$ cat config.mk
export PLATFORM = sky130hd
export DESIGN_NAME = ccp_trigger_postscale_control
export DESIGN_NICKNAME = d
export VERILOG_FILES = /design/src/ccp_pkg.sv /design/src/ccp_trigger_postscale_control.sv
export VERILOG_INCLUDE_DIRS = /design/src
export SDC_FILE = /design/constraint.sdc
export NUM_CORES = 1
export LEC_CHECK = 0
export ABC_AREA = 1
export BUFFER_PORTS_ARGS = -buffer_cell sky130_fd_sc_hd__buf_2
export CORE_MARGIN = 2
export CORE_UTILIZATION = 35
export CTS_CLUSTER_DIAMETER = 50
export DETAILED_ROUTE_END_ITERATION = 12
export PLACE_DENSITY = 0.6
export SETUP_SLACK_MARGIN = 0.05
export SLEW_MARGIN = 20
export SYNTH_ARGS = -nofsm -noshare
export SYNTH_HDL_FRONTEND = slang
export SYNTH_SLANG_ARGS = --single-unit
$ cat constraint.sdc
create_clock -name sys_clk -period 5.48 [get_ports sys_clk]
set_input_delay 0.548 -clock sys_clk [delete_from_list [all_inputs] [get_ports sys_clk]]
set_output_delay 0.548 -clock sys_clk [all_outputs]
set_load 0.02 [all_outputs]
$ cat src/ccp_params.svh
// Register offsets, field positions, reset values and masks for the capture/compare control block
`ifndef CCP_PARAMS_SVH
`define CCP_PARAMS_SVH

// ==========================================================
// Register offsets (byte addresses, alias ops in bits 3:2)
`define OFF_CTRL_ONE 8'h00
`define OFF_CTRL_TWO 8'h10
`define OFF_CTRL_THREE 8'h20
`define OFF_STATUS 8'h30
`define OFF_COUNTER 8'h40
`define OFF_PERIOD 8'h50
`define OFF_COMPARE 8'h60
`define OFF_CAPBUF 8'h70

// ==========================================================
// Alias operation codes
`define OP_WRITE 2'h0
`define OP_CLEAR 2'h1
`define OP_SET 2'h2
`define OP_INVERT 2'h3

// ==========================================================
// Reset values and masks
`define RST_CTRL_ONE 32'h0000_0000
`define RST_CTRL_TWO 32'h0100_0000
`define RST_CTRL_THREE 32'h0000_0000
`define RST_PERIOD 32'hffff_ffff
`define MASK_CTRL_ONE 32'hcfff_bfff

// ==========================================================
// Field positions
`define SHOT_CNT_LSB 24
`define STAT_TRIG 7
`define STAT_OVERFLOW 1
`define STAT_NOT_EMPTY 0

`endif

$ cat src/ccp_pkg.sv
// Types shared by the capture/compare control block
package ccp_pkg;

  // ==========================================================
  // First control register layout
  typedef struct packed {
    logic postscaler_source_select;
    logic retrigEn;
    logic [1:0] unused29;
    logic [3:0] postScale;
    logic triggered_enable;
    logic oneShotEn;
    logic alternate_sync_select;
    logic [4:0] syncSel;
    logic modEnable;
    logic unused14;
    logic idleStop;
    logic sleepRun;
    logic tmrSync;
    logic [2:0] clkSel;
    logic [1:0] tmrPs;
    logic t32;
    logic capSel;
    logic [3:0] modeField;
  } ctrlOne_t;

  typedef enum logic [1:0] {
    BUS_WRITE,
    BUS_CLEAR,
    BUS_SET,
    BUS_INVERT
  } busOp_t;

  typedef enum logic {
    TB_FREE,
    TB_TRIGGERED
  } trigState_t;

endpackage

$ cat src/ccp_trigger_postscale_control.sv
// Capture/compare register set with trigger, one-shot, postscaler and sync control
//
// The placing of the registers and the address-and-strobe port were chosen for this implementation.
`timescale 1ns/1ps
`include "ccp_params.svh"

module ccp_trigger_postscale_control #(
  parameter int ADDR_W = 8,
  parameter int FIFO_DEPTH = 4
) (
  input wire logic sys_clk,
  input wire logic resetn,
  input wire logic [ADDR_W-1:0] busAddr,
  input wire logic [31:0] busWdata,
  input wire logic busWrite,
  input wire logic busRead,
  output logic [31:0] busRdata,
  input wire logic trigIn,
  input wire logic captureIn,
  input wire logic altSyncIn,
  output logic intOut,
  output logic syncOut,
  output logic specialEvt,
  output logic trigActive
);

  localparam int PTR_W = $clog2(FIFO_DEPTH);

  // ==========================================================
  // Register storage
  logic [31:0] ctrlOne_r, ctrlTwo_r, ctrlThree_r;
  logic [31:0] counter_r, period_r, compare_r;
  logic [31:0] rdData_r;
  logic [31:0] capMem [FIFO_DEPTH];
  logic [PTR_W-1:0] wrPtr_r, rdPtr_r;
  logic [PTR_W:0] fifoCnt_r;
  logic overflow_r;
  logic [3:0] postCnt_r;
  logic [2:0] shotCnt_r;
  ccp_pkg::trigState_t trigState_r;
  logic intOut_r, syncOut_r, specialEvt_r;

  ccp_pkg::ctrlOne_t ctl;
  ccp_pkg::busOp_t busOp;
  logic [7:0] regBase;
  logic enabled, running, periodMatch, compareMatch, trigStart;
  logic postEvt, postWrap, fifoFull, fifoEmpty, capPush, capPop;
  logic [3:0] postLimit;
  logic [2:0] shotLimit;
  logic [31:0] statusWord;

  assign ctl = ccp_pkg::ctrlOne_t'(ctrlOne_r);
  assign busOp = ccp_pkg::busOp_t'(busAddr[3:2]);
  assign regBase = {busAddr[7:4], 4'h0};

  function automatic logic [31:0] applyOp(input logic [31:0] old, input logic [31:0] wd,
                                          input ccp_pkg::busOp_t op);
    logic [31:0] res;
    res = wd;
    unique case (op)
      ccp_pkg::BUS_WRITE: res = wd;
      ccp_pkg::BUS_CLEAR: res = old & ~wd;
      ccp_pkg::BUS_SET: res = old | wd;
      ccp_pkg::BUS_INVERT: res = old ^ wd;
    endcase
    return res;
  endfunction

  function automatic logic hitWr(input logic [7:0] base, input logic [7:0] off, input logic stb);
    return stb && (base == off);
  endfunction

  // ==========================================================
  // Time base conditions
  assign enabled = ctl.modEnable;
  assign running = enabled && (!ctl.triggered_enable || trigState_r == ccp_pkg::TB_TRIGGERED);
  assign periodMatch = running && (counter_r == period_r);
  assign compareMatch = running && (counter_r == compare_r);
  // Retrigger only counts once triggered operation is on
  assign trigStart = enabled && ctl.triggered_enable && trigIn &&
                     (trigState_r == ccp_pkg::TB_FREE || ctl.retrigEn);
  assign shotLimit = ctrlThree_r[`SHOT_CNT_LSB +: 3];

  // Capture mode counts captures and disregards the source select
  assign postEvt = ctl.capSel ? (enabled && captureIn) :
                   (ctl.postscaler_source_select ? compareMatch : periodMatch);
  assign postLimit = ctl.capSel ? {2'b00, ctl.postScale[1:0]} : ctl.postScale;
  // A limit lowered mid-count must not leave the count stranded above it
  assign postWrap = postEvt && (postCnt_r >= postLimit);

  assign fifoFull = (fifoCnt_r == (PTR_W+1)'(FIFO_DEPTH));
  assign fifoEmpty = (fifoCnt_r == '0);
  assign capPush = enabled && ctl.capSel && captureIn && !fifoFull;
  // Alias reads return zero, so they must not consume a capture either
  assign capPop = busRead && (busOp == ccp_pkg::BUS_WRITE) && (regBase == `OFF_CAPBUF) && !fifoEmpty;

  always_comb begin
    statusWord = 32'h0000_0000;
    statusWord[`STAT_TRIG] = (trigState_r == ccp_pkg::TB_TRIGGERED);
    statusWord[`STAT_OVERFLOW] = overflow_r;
    statusWord[`STAT_NOT_EMPTY] = !fifoEmpty;
  end

  // ==========================================================
  // Control registers
  always_ff @(posedge sys_clk) begin
    if (!resetn) begin
      ctrlOne_r <= `RST_CTRL_ONE;
    end else if (hitWr(regBase, `OFF_CTRL_ONE, busWrite)) begin
      ctrlOne_r <= applyOp(ctrlOne_r, busWdata, busOp) & `MASK_CTRL_ONE;
    end
  end

  always_ff @(posedge sys_clk) begin
    if (!resetn) begin
      ctrlTwo_r <= `RST_CTRL_TWO;
      ctrlThree_r <= `RST_CTRL_THREE;
    end else begin
      if (hitWr(regBase, `OFF_CTRL_TWO, busWrite)) begin
        ctrlTwo_r <= applyOp(ctrlTwo_r, busWdata, busOp);
      end
      if (hitWr(regBase, `OFF_CTRL_THREE, busWrite)) begin
        ctrlThree_r <= applyOp(ctrlThree_r, busWdata, busOp);
      end
    end
  end

  always_ff @(posedge sys_clk) begin
    if (!resetn) begin
      period_r <= `RST_PERIOD;
      compare_r <= 32'h0000_0000;
    end else begin
      if (hitWr(regBase, `OFF_PERIOD, busWrite)) begin
        period_r <= applyOp(period_r, busWdata, busOp);
      end
      if (hitWr(regBase, `OFF_COMPARE, busWrite)) begin
        compare_r <= applyOp(compare_r, busWdata, busOp);
      end
    end
  end

  // ==========================================================
  // Time-base counter; a software write wins over counting
  always_ff @(posedge sys_clk) begin
    if (!resetn) begin
      counter_r <= 32'h0000_0000;
    end else if (hitWr(regBase, `OFF_COUNTER, busWrite)) begin
      counter_r <= applyOp(counter_r, busWdata, busOp);
    end else if (trigStart) begin
      counter_r <= 32'h0000_0000;
    end else if (periodMatch) begin
      counter_r <= 32'h0000_0000;
    end else if (running) begin
      counter_r <= counter_r + 32'h0000_0001;
    end
  end

  // ==========================================================
  // Trigger status and one-shot length
  always_ff @(posedge sys_clk) begin
    if (!resetn) begin
      trigState_r <= ccp_pkg::TB_FREE;
      shotCnt_r <= 3'h0;
    end else if (!enabled || !ctl.triggered_enable) begin
      trigState_r <= ccp_pkg::TB_FREE;
      shotCnt_r <= 3'h0;
    end else if (trigStart) begin
      trigState_r <= ccp_pkg::TB_TRIGGERED;
      shotCnt_r <= 3'h0;
    end else if (periodMatch && ctl.oneShotEn) begin
      if (shotCnt_r == shotLimit) begin
        trigState_r <= ccp_pkg::TB_FREE;
        shotCnt_r <= 3'h0;
      end else begin
        shotCnt_r <= shotCnt_r + 3'h1;
      end
    end
  end

  // ==========================================================
  // Postscaler and outputs
  always_ff @(posedge sys_clk) begin
    if (!resetn) begin
      postCnt_r <= 4'h0;
    end else if (!enabled) begin
      postCnt_r <= 4'h0;
    end else if (postWrap) begin
      postCnt_r <= 4'h0;
    end else if (postEvt) begin
      postCnt_r <= postCnt_r + 4'h1;
    end
  end

  always_ff @(posedge sys_clk) begin
    if (!resetn) begin
      intOut_r <= 1'b0;
      syncOut_r <= 1'b0;
      specialEvt_r <= 1'b0;
    end else begin
      intOut_r <= enabled && postWrap;
      syncOut_r <= enabled && (ctl.alternate_sync_select ? altSyncIn : (periodMatch || trigStart));
      specialEvt_r <= compareMatch && !ctl.capSel;
    end
  end

  // ==========================================================
  // Capture FIFO; overflow is sticky until the module is disabled
  always_ff @(posedge sys_clk) begin
    if (capPush) begin
      capMem[wrPtr_r] <= counter_r;
    end
  end

  always_ff @(posedge sys_clk) begin
    if (!resetn || !enabled) begin
      wrPtr_r <= '0;
      rdPtr_r <= '0;
      fifoCnt_r <= '0;
      overflow_r <= 1'b0;
    end else begin
      if (capPush) begin
        wrPtr_r <= wrPtr_r + PTR_W'(1);
      end
      if (capPop) begin
        rdPtr_r <= rdPtr_r + PTR_W'(1);
      end
      if (capPush && !capPop) begin
        fifoCnt_r <= fifoCnt_r + (PTR_W+1)'(1);
      end else if (capPop && !capPush) begin
        fifoCnt_r <= fifoCnt_r - (PTR_W+1)'(1);
      end
      if (ctl.capSel && captureIn && fifoFull) begin
        overflow_r <= 1'b1;
      end
    end
  end

  // ==========================================================
  // Read port: data one cycle after the strobe, unmapped reads zero
  always_ff @(posedge sys_clk) begin
    if (!resetn) begin
      rdData_r <= 32'h0000_0000;
    end else if (busRead && busOp == ccp_pkg::BUS_WRITE) begin
      unique case (regBase)
        `OFF_CTRL_ONE: rdData_r <= ctrlOne_r;
        `OFF_CTRL_TWO: rdData_r <= ctrlTwo_r;
        `OFF_CTRL_THREE: rdData_r <= ctrlThree_r;
        `OFF_STATUS: rdData_r <= statusWord;
        `OFF_COUNTER: rdData_r <= counter_r;
        `OFF_PERIOD: rdData_r <= period_r;
        `OFF_COMPARE: rdData_r <= compare_r;
        `OFF_CAPBUF: rdData_r <= fifoEmpty ? 32'h0000_0000 : capMem[rdPtr_r];
        default: rdData_r <= 32'h0000_0000;
      endcase
    end else begin
      rdData_r <= 32'h0000_0000;
    end
  end

  assign busRdata = rdData_r;
  assign intOut = intOut_r;
  assign syncOut = syncOut_r;
  assign specialEvt = specialEvt_r;
  assign trigActive = (trigState_r == ccp_pkg::TB_TRIGGERED);

  logic tmrWr;
  assign tmrWr = hitWr(regBase, `OFF_COUNTER, busWrite);
endmodule

# Word-level counts from Yosys, hierarchy flattened
# Memories as Yosys holds them, arrays and structs flattened. A register that Yosys moved wholly into a read port is not among the register bits.
# Cells that the tools add are included.
# totals
memories,1
mem_bits_rw,128
in_bits,47
register_bits,240
wordCells,141
out_inout_bits,36
# classes
add_sub_neg,7
eq_ne,14
order_cmp,1
n_bitwise,22
n_reduce_logical,53
muxes,26
# mem_list
memory,words,word_bits,read_ports,rd_ports_with_merged_regs,wr,line,text
capMem,4,32,1,1,1,ccp_trigger_postscale_control.sv:34,logic [31:0] capMem [FIFO_DEPTH];
# ops
op,count
$pmux 32 s4,6
$pmux 32 s8,1
$and 32x32->32,6
$or 32x32->32,6
$xor 32x32->32,6
$mux 32,5
$eq 32x32->1,2
$add 32x1->32 const B,1
$not 32->32,1
$logic_and 1x1->1,28
$eq 4x3->1 const B,4
$mux 3,3
$eq 4x2->1 const B,2
$logic_not 1->1,8
$logic_not 8->1,1
$mux 1,8
$add 3x1->3 const B,2
$reduce_bool 2->1,3
$reduce_or 3->1,2
$logic_or 1x1->1,5
$add 2x1->2 const B,2
$add 4x1->4 const B,1
$eq 2x2->1 const B,2
$eq 4x1->1 const B,1
13 further kinds,17

# Longest topological paths before layout
# Gate-level depths: netlist (run 1).
# depth
word_depth,8
depth_mapped,17
ltp_nobuf,16

# Worst setup path before layout (run 1)
# Ideal clock, no wire load.
# synth_timing
path_type,input -> register
start,in captureIn
end,mem capMem[0][0] (enable)
setup_slack_ps,2587
cell_stages,4
setup_time_ps,421
required_ps,5059
t_arrival_ps,2472
cell_sequence,nand3_1 -> a21oi_1 -> inv_1 -> nor2_1
# synth_via
elab_chain_cells,4
# synth_lines
element,line,text
"start, declared",ccp_trigger_postscale_control.sv:19,"input wire logic captureIn,"
$logic_and 1x1->1 (2 in a row),ccp_trigger_postscale_control.sv:93,assign capPush = enabled && ctl.capSel && captureIn && !fifoFull;
via capPush,ccp_trigger_postscale_control.sv:47,"logic postEvt, postWrap, fifoFull, fifoEmpty, capPush, capPop;"
$mux 1,ccp_trigger_postscale_control.sv:209,if (capPush) begin
$mux 1 (implied by the code),ccp_trigger_postscale_control.sv:210,capMem[wrPtr_r] <= counter_r;
"end, declared",ccp_trigger_postscale_control.sv:34,
# The timed path passes the listed nets, and every way through them passes these cells.

# Worst setup path in the final report (run 1)
# layout_timing
start,reg ctrlOne_r[15] (netlist: ctl[15])
end,mem capMem[2][28] (enable)
# layout_via
elab_chain_cells,5
# layout_lines
element,line,text
"start, declared",ccp_trigger_postscale_control.sv:31,"logic [31:0] ctrlOne_r, ctrlTwo_r, ctrlThree_r;"
"start signal, assigned",ccp_trigger_postscale_control.sv:108,ctrlOne_r <= `RST_CTRL_ONE;
"start signal, assigned",ccp_trigger_postscale_control.sv:110,"ctrlOne_r <= applyOp(ctrlOne_r, busWdata, busOp) & `MASK_CTRL_ONE;"
$logic_and 1x1->1 (3 in a row),ccp_trigger_postscale_control.sv:93,
via capPush,ccp_trigger_postscale_control.sv:47,
$mux 1,ccp_trigger_postscale_control.sv:209,
$mux 1 (implied by the code),ccp_trigger_postscale_control.sv:210,
# The timed path passes the listed nets, and every way through them passes these cells.

==> run metrics, run 1 <==
Routed Antenna Nets 0; largest net degree at the start of global routing 169; GRT overflow 0; DIE HEIGHT 269.8 um; total clock buffers created by CTS 55; io pins 83; GR Util met2 0.3445; first-pass GRT wire length ~130000 um; Vias 22590; gpl congestion just under 0.9; Lkg Pwr 11.24 nW; clk buf depth 3; htree depth 2; Initial Util 0.3531; TritonCTS clock tree built; Final period util 0.5756; layout cells sized above 1 0.09148; DRT Wirelength 87360 um; clock skew 0.02649 ns; number of library cell types mapped by synthesis 50; slowest CP cell nor2_4; Post-synth EDFFs 128; WHS 0.2677 ns; Critical Path Source Type register; RSZ-0062 raised after global routing no; FFs w/ async S/R, synth 0; CP Data Arrival Time approximately 3.4 ns; DRC 0; Worst Path Max Fanout 18; synthesized area around 25000 um^2; busiest grt layer met2; Worst EP required roughly 5.8 ns; placed cells 3875; Total GRT Usage 0.2342; DRT iter0 DRCs 2590; area of the multi-input gates 14130 um^2; final setup fails 0; Final Critical Period around 3.2 ns; cell family with most CP delay simple AND/OR/NAND/NOR gates; peak supply drop 0.0002546 V; Syn Area/Cell slightly above 8 um^2; clk_lat worst skew 0.64 ns; # hold bufs at CTS 0; Mapped Cells 2984; setup_tns 0 ns; FP Rows 97; Total Die Area 72790 um^2; root buffer cell clkbuf_16; Finished Layout Cells 3980; Pwr Density 259.0 nW/um^2; clk sinks 370; Reg area around 8700 um^2; Post-Synth Adder-Cell Area 0.1981; Seq cells post-synth 370; slowest stage delay, CP approximately 0.76 ns; die width about 270 um; Post-CTS Resized 0; hpwl dp 55250 um; main combinational cell family by area after synthesis compound AO/OA/AOI/OAI gates; synthesized net count about 3400; clock slew at reported path FFs 0.06 ns; via/cell ratio 5.676; crit path kind reg2reg; met3 Use GR 0.04187; slew margin rel. 0.2522; fmax between 300 and 400 MHz; met1 Track Usage GR 0.3407; Min-Delay Path Class in2reg; Most used DFF post-synth dfxtp_1; max cap viols 0; postcts setup bufs 0; # fillers a little over 7000; Slew Limit Fails 0; synth warn 0; WP buf/inv 2; status complete, no violations; router iterations before antenna repair 5; initial antenna violation count 1; Slew @ Worst Pin around 1.1 ns; Synth Area in Compound Gates 0.2226; XOR/XNOR Fraction of Synth Area 0.01700; vias in the first global route 20980; nets 3430; Final Hold Viols 0; Avg WL per Cell about 22 um; worst-path cell chain nand3_1, a21oi_1, inv_1, nor2_4, buf_4; crit path capture type register; Synth Area in Simple Gates 0.1306; Area Growth Syn to Fin 13.12%; area of the core ~70000 um^2; IO buf count 80; Seq/Total Area, Yosys 0.3514; multiplexer area fraction after synthesis 0
-- registers in the layout (all words and copies together), names as in the netlist, 2 cells and up, named ones only --
| signal | cells |
|---|---|
| shotCnt_r | 3 |
| capMem | 128 |
| ctrlTwo_r | 32 |
| period_r | 32 |
| compare_r | 32 |
| counter_r | 32 |
| postCnt_r | 4 |
| wrPtr_r | 2 |
| ctrlThree_r | 32 |
| rdPtr_r | 2 |
| busRdata | 32 |
| ctl | 29 |
| fifoCnt_r | 3 |
-- cells in the mapped netlist, drive strengths merged (2+ instances only) --
cell type | count | area, um^2
xor2 | 26 | 227.7
nor3 | 22 | 126.4
inv | 331 | 1242
nand4 | 19 | 125.1
o22ai | 92 | 575.6
nor4 | 3 | 18.77
buf | 35 | 188.9
nand3 | 59 | 320.3
dfxtp | 242 | 4845
o41ai | 3 | 26.28
ha | 390 | 4880
a22oi | 2 | 15.01
o211ai | 39 | 292.8
a31oi | 132 | 825.8
a2111oi | 12 | 105.1
clkbuf | 142 | 533.0
edfxtp | 128 | 3844
o2111ai | 31 | 271.5
xnor2 | 22 | 192.7
a221oi | 137 | 1200
a21oi | 114 | 585.6
nand2 | 338 | 1284
o21ai | 289 | 1454
clkinv | 5 | 18.77
nor2 | 345 | 1323
o31ai | 17 | 127.6
-- worst paths after layout --
kind | start | slack, ns | cells after the start | end
max reg2reg | ctl[15] | 2.33 | 5 | capMem[2][28]
max | ctl[15] | 2.33 | 5 | capMem[2][28]
min reg2reg | fifoCnt_r[1] | 0.49 | 2 | fifoCnt_r[1]
min | captureIn | 0.27 | 3 | overflow_r
-- per-layer routing --
layer | wire length [um] | vias up
met3 | 8038 | 164
met5 | 16 | -
met1 | 39550 | 10840
met2 | 36680 | 1001
li1 | - | 10580
met4 | 3060 | 2
-- report_power, final --
group	switching [mW]	internal, mW
registers	0.0455	2.86
clock network	1.52	2.15
logic	0.461	0.210
total	2.03	5.22
-- worst register-to-register path, delay by kind of cell (launching register included) --
| family | cells | cell delay [ns] |
|---|---|---|
| simple gates | 2 | 1.08 |
| compound gates | 1 | 0.38 |
| flops | 1 | 0.60 |
| buf+inv | 2 | 0.76 |
-- through the flow --
step                      total power [mW]  setup slack, ns  utilization  cell area, um^2
after floorplan                      3.389            2.587            -            24730
after global placement               3.602            2.347       0.3722            26070
after detailed placement             3.616            2.344       0.3722            26070
after CTS                            7.274            2.351       0.3994            27970
after global routing                 7.473            2.156       0.3994            27970
final                                7.243            2.326       0.3994            27970
-- final cells by class --
| class | instances | area share |
|---|---|---|
| antenna | 1 | 0.00008947 |
| clock buffer | 69 | 0.05399 |
| clock inverter | 35 | 0.01405 |
| inverter | 336 | 0.04563 |
| multi-input combinational | 2101 | 0.5053 |
| sequential | 370 | 0.3107 |
| tap | 940 | 0.04205 |
| timing repair buffer | 128 | 0.02818 |
-- cells in the final DEF, fill, tap and decap left out, drive strengths merged, types with 6 or more instances in the layout --
cell        n
ha        390
nor2      345
inv       343
nand2     338
o21ai     289
dfxtp     242
a221oi    137
a31oi     132
edfxtp    128
buf       128
a21oi     114
o22ai      92
clkbuf     69
nand3      59
o211ai     39
o2111ai    31
xor2       26
xnor2      22
nor3       22
nand4      19
clkinv     19
o31ai      17
a2111oi    12
clkinvlp    6
-- logic make-up after synthesis --
group | Yosys count
compound gates | 871
xor+xnor | 48
fa+ha+maj | 391
buf+inv | 513
flops | 370
simple gates | 791
Power figures use the tool's default switching activity.
==> inputs of run 2 (changes only) <==
==> constraint.sdc (replaced) <==
create_clock -name sys_clk -period 3.1 [get_ports sys_clk]
set_input_delay 0.31 -clock sys_clk [delete_from_list [all_inputs] [get_ports sys_clk]]
set_output_delay 0.31 -clock sys_clk [all_outputs]
set_load 0.02 [all_outputs]
==> run metrics, run 2 (synthesis results as in run 1) <==
DIE HEIGHT 269.8 um; Reg area 8690 um^2; first-pass GRT wire length about 130000 um; most used cell, CP nor2_1; DR WL met2 36520 um; Total Die Area 72790 um^2; clock slew at reported path FFs 0.06 ns; Slew @ Worst Pin 1.223 ns; Post-CTS Resized 0; GRT overflow 0; htree depth 2; Final Hold Viols 0; io pins 83; clk_lat worst skew a little over 0.6 ns; DRT iter0 DRCs 2394; CP Data Arrival Time ~3.3 ns; Final period util 0.8846; Pwr Density 455.4 nW/um^2; placed cell area 26600 um^2; Finished Layout Cells 4027; root buffer cell clkbuf_16; slowest stage delay, CP 0.57 ns; DRT Wirelength 87270 um; Worst EP required 3.63 ns; ANT cells 0; status complete, no violations; most frequent cells in the layout ha_1 (390), nand2_1 (332), nor2_1 (328), inv_1 (314), o21ai_0 (285); post-route cell area roughly 29000 um^2; router iterations before antenna repair 6; reg2reg setup slack 0.36 ns; detailed route wirelength on metal3 7957 um; Lkg Pwr 11.57 nW; Final Critical Period 2.742 ns; crit path capture type register; Cells on Worst Hold Path 2; # hold bufs at CTS 1; Area Growth Syn to Fin 15.44%; FF-to-FF Start counter_r[0]; area of the multi-input gates 14130 um^2; gpl congestion 0.8890; Largest register FFs around 130; vias in the first global route approximately 21000; largest net degree at the start of global routing 65; Crit Reg-Reg Endpoint counter_r[28]; placed cells 3924; IO buf count 80; WHS 0.06985 ns; slowest CP cell dfxtp_1; Total GRT Usage 0.2337; crit path from counter_r[0]; fmax 364.7 MHz; final setup fails 0; slew margin rel. 0.1836; FP Rows 97; DRC 0; hpwl dp approximately 57000 um; worst-path cell chain ha_1, nand2_1, nor2_1, nand4_1, nor2_1, inv_1, o21ai_0, nand3_1, a21oi_1; Vias ~23000; peak supply drop 0.0003940 V; crit path kind reg2reg; nets 3480; worst setup path endpoint counter_r[28]; area of the core 70030 um^2; R2R depth 9; Avg WL per Cell 21.67 um; Min-Delay Path Class in2reg; clk buf depth 3; total power about 13 mW; Initial Util 0.3531; layout cells sized above 1 0.1046; clock skew 0.03261 ns; Reg with most FFs capMem; Routed Antenna Nets 0; postcts setup bufs 0; die width 269.8 um; via/cell ratio 5.646; most common cell after layout, fill and taps aside ha_1; max cap viols 0; Slew Limit Fails 0; Worst Path Max Fanout 12; RSZ-0062 raised after global routing no; # fillers 6999; setup_tns 0 ns; Top Layer Used met5; Critical Path Source Type register; TritonCTS clock tree built; clk sinks 370; routed metal-1 wire length between 30000 and 40000 um; initial antenna violation count 3; total clock buffers created by CTS 55
-- run 2: cell count changes in the layout (fill, tap and decap cells not counted), moves of 3 or more --
cell,change
buf_4,+35
clkbuf_16,+3
buf_12,+14
clkinv_8,-4
bufinv_16,+3
inv_6,+4
clkbuf_8,-4
-- run 2: worst min-delay path by stage --
stage / from / to / slack (ns)
finish: resetn / period_r[2] / 0.07
CTS: resetn / period_r[2] / 0.04
detailed placement: fifoCnt_r[1] / fifoCnt_r[1] / 0.48
floorplan: overflow_r / overflow_r / 0.44
global placement: overflow_r / overflow_r / 0.48
global route: resetn / period_r[2] / 0.07
-- run 2: area by class of cell --
class	count	area share
Sequential cell	370	0.3044
Tap cell	940	0.04120
Multi-Input combinational cell	2101	0.4950
Timing Repair Buffer	178	0.04699
Clock inverter	35	0.01420
Inverter	336	0.04471
Clock buffer	67	0.05347
-- run 2: where the power goes --
| group | switching (mW) | total, mW | internal (mW) | leakage, nW |
|---|---|---|---|---|
| clock | 2.58 | 6.64 | 4.06 | 0.941 |
| sequential | 0.0706 | 5.13 | 5.05 | 2.95 |
| combinational | 0.834 | 1.24 | 0.403 | 7.68 |
| total | 3.49 | 13.0 | 9.51 | 11.6 |
-- run 2: per-layer routing --
| layer | track usage | vias to the layer above |
|---|---|---|
| met5 | 0 | - |
| met4 | 0.08670 | 2 |
| met3 | 0.04490 | 169 |
| met2 | 0.3453 | 1017 |
| met1 | 0.3358 | 10880 |
| li1 | - | 10670 |
-- run 2: stage by stage --
| stage | setup slack (ns) | util |
|---|---|---|
| final | 0.3578 | 0.4076 |
| after global placement | 0.5370 | 0.3799 |
| after detailed placement | 0.4944 | 0.3799 |
| after global routing | 0.2030 | 0.4076 |
| after CTS | 0.4406 | 0.4076 |
| after floorplan | 0.3307 | - |
-- run 2: critical path: cells and delay by family, from the launching register on --
kind / cells / cell delay (ns)
flops: 1 / 0.57
simple gates: 5 / 1.34
buf+inv: 1 / 0.18
compound gates: 2 / 0.34
fa+ha+maj: 1 / 0.24
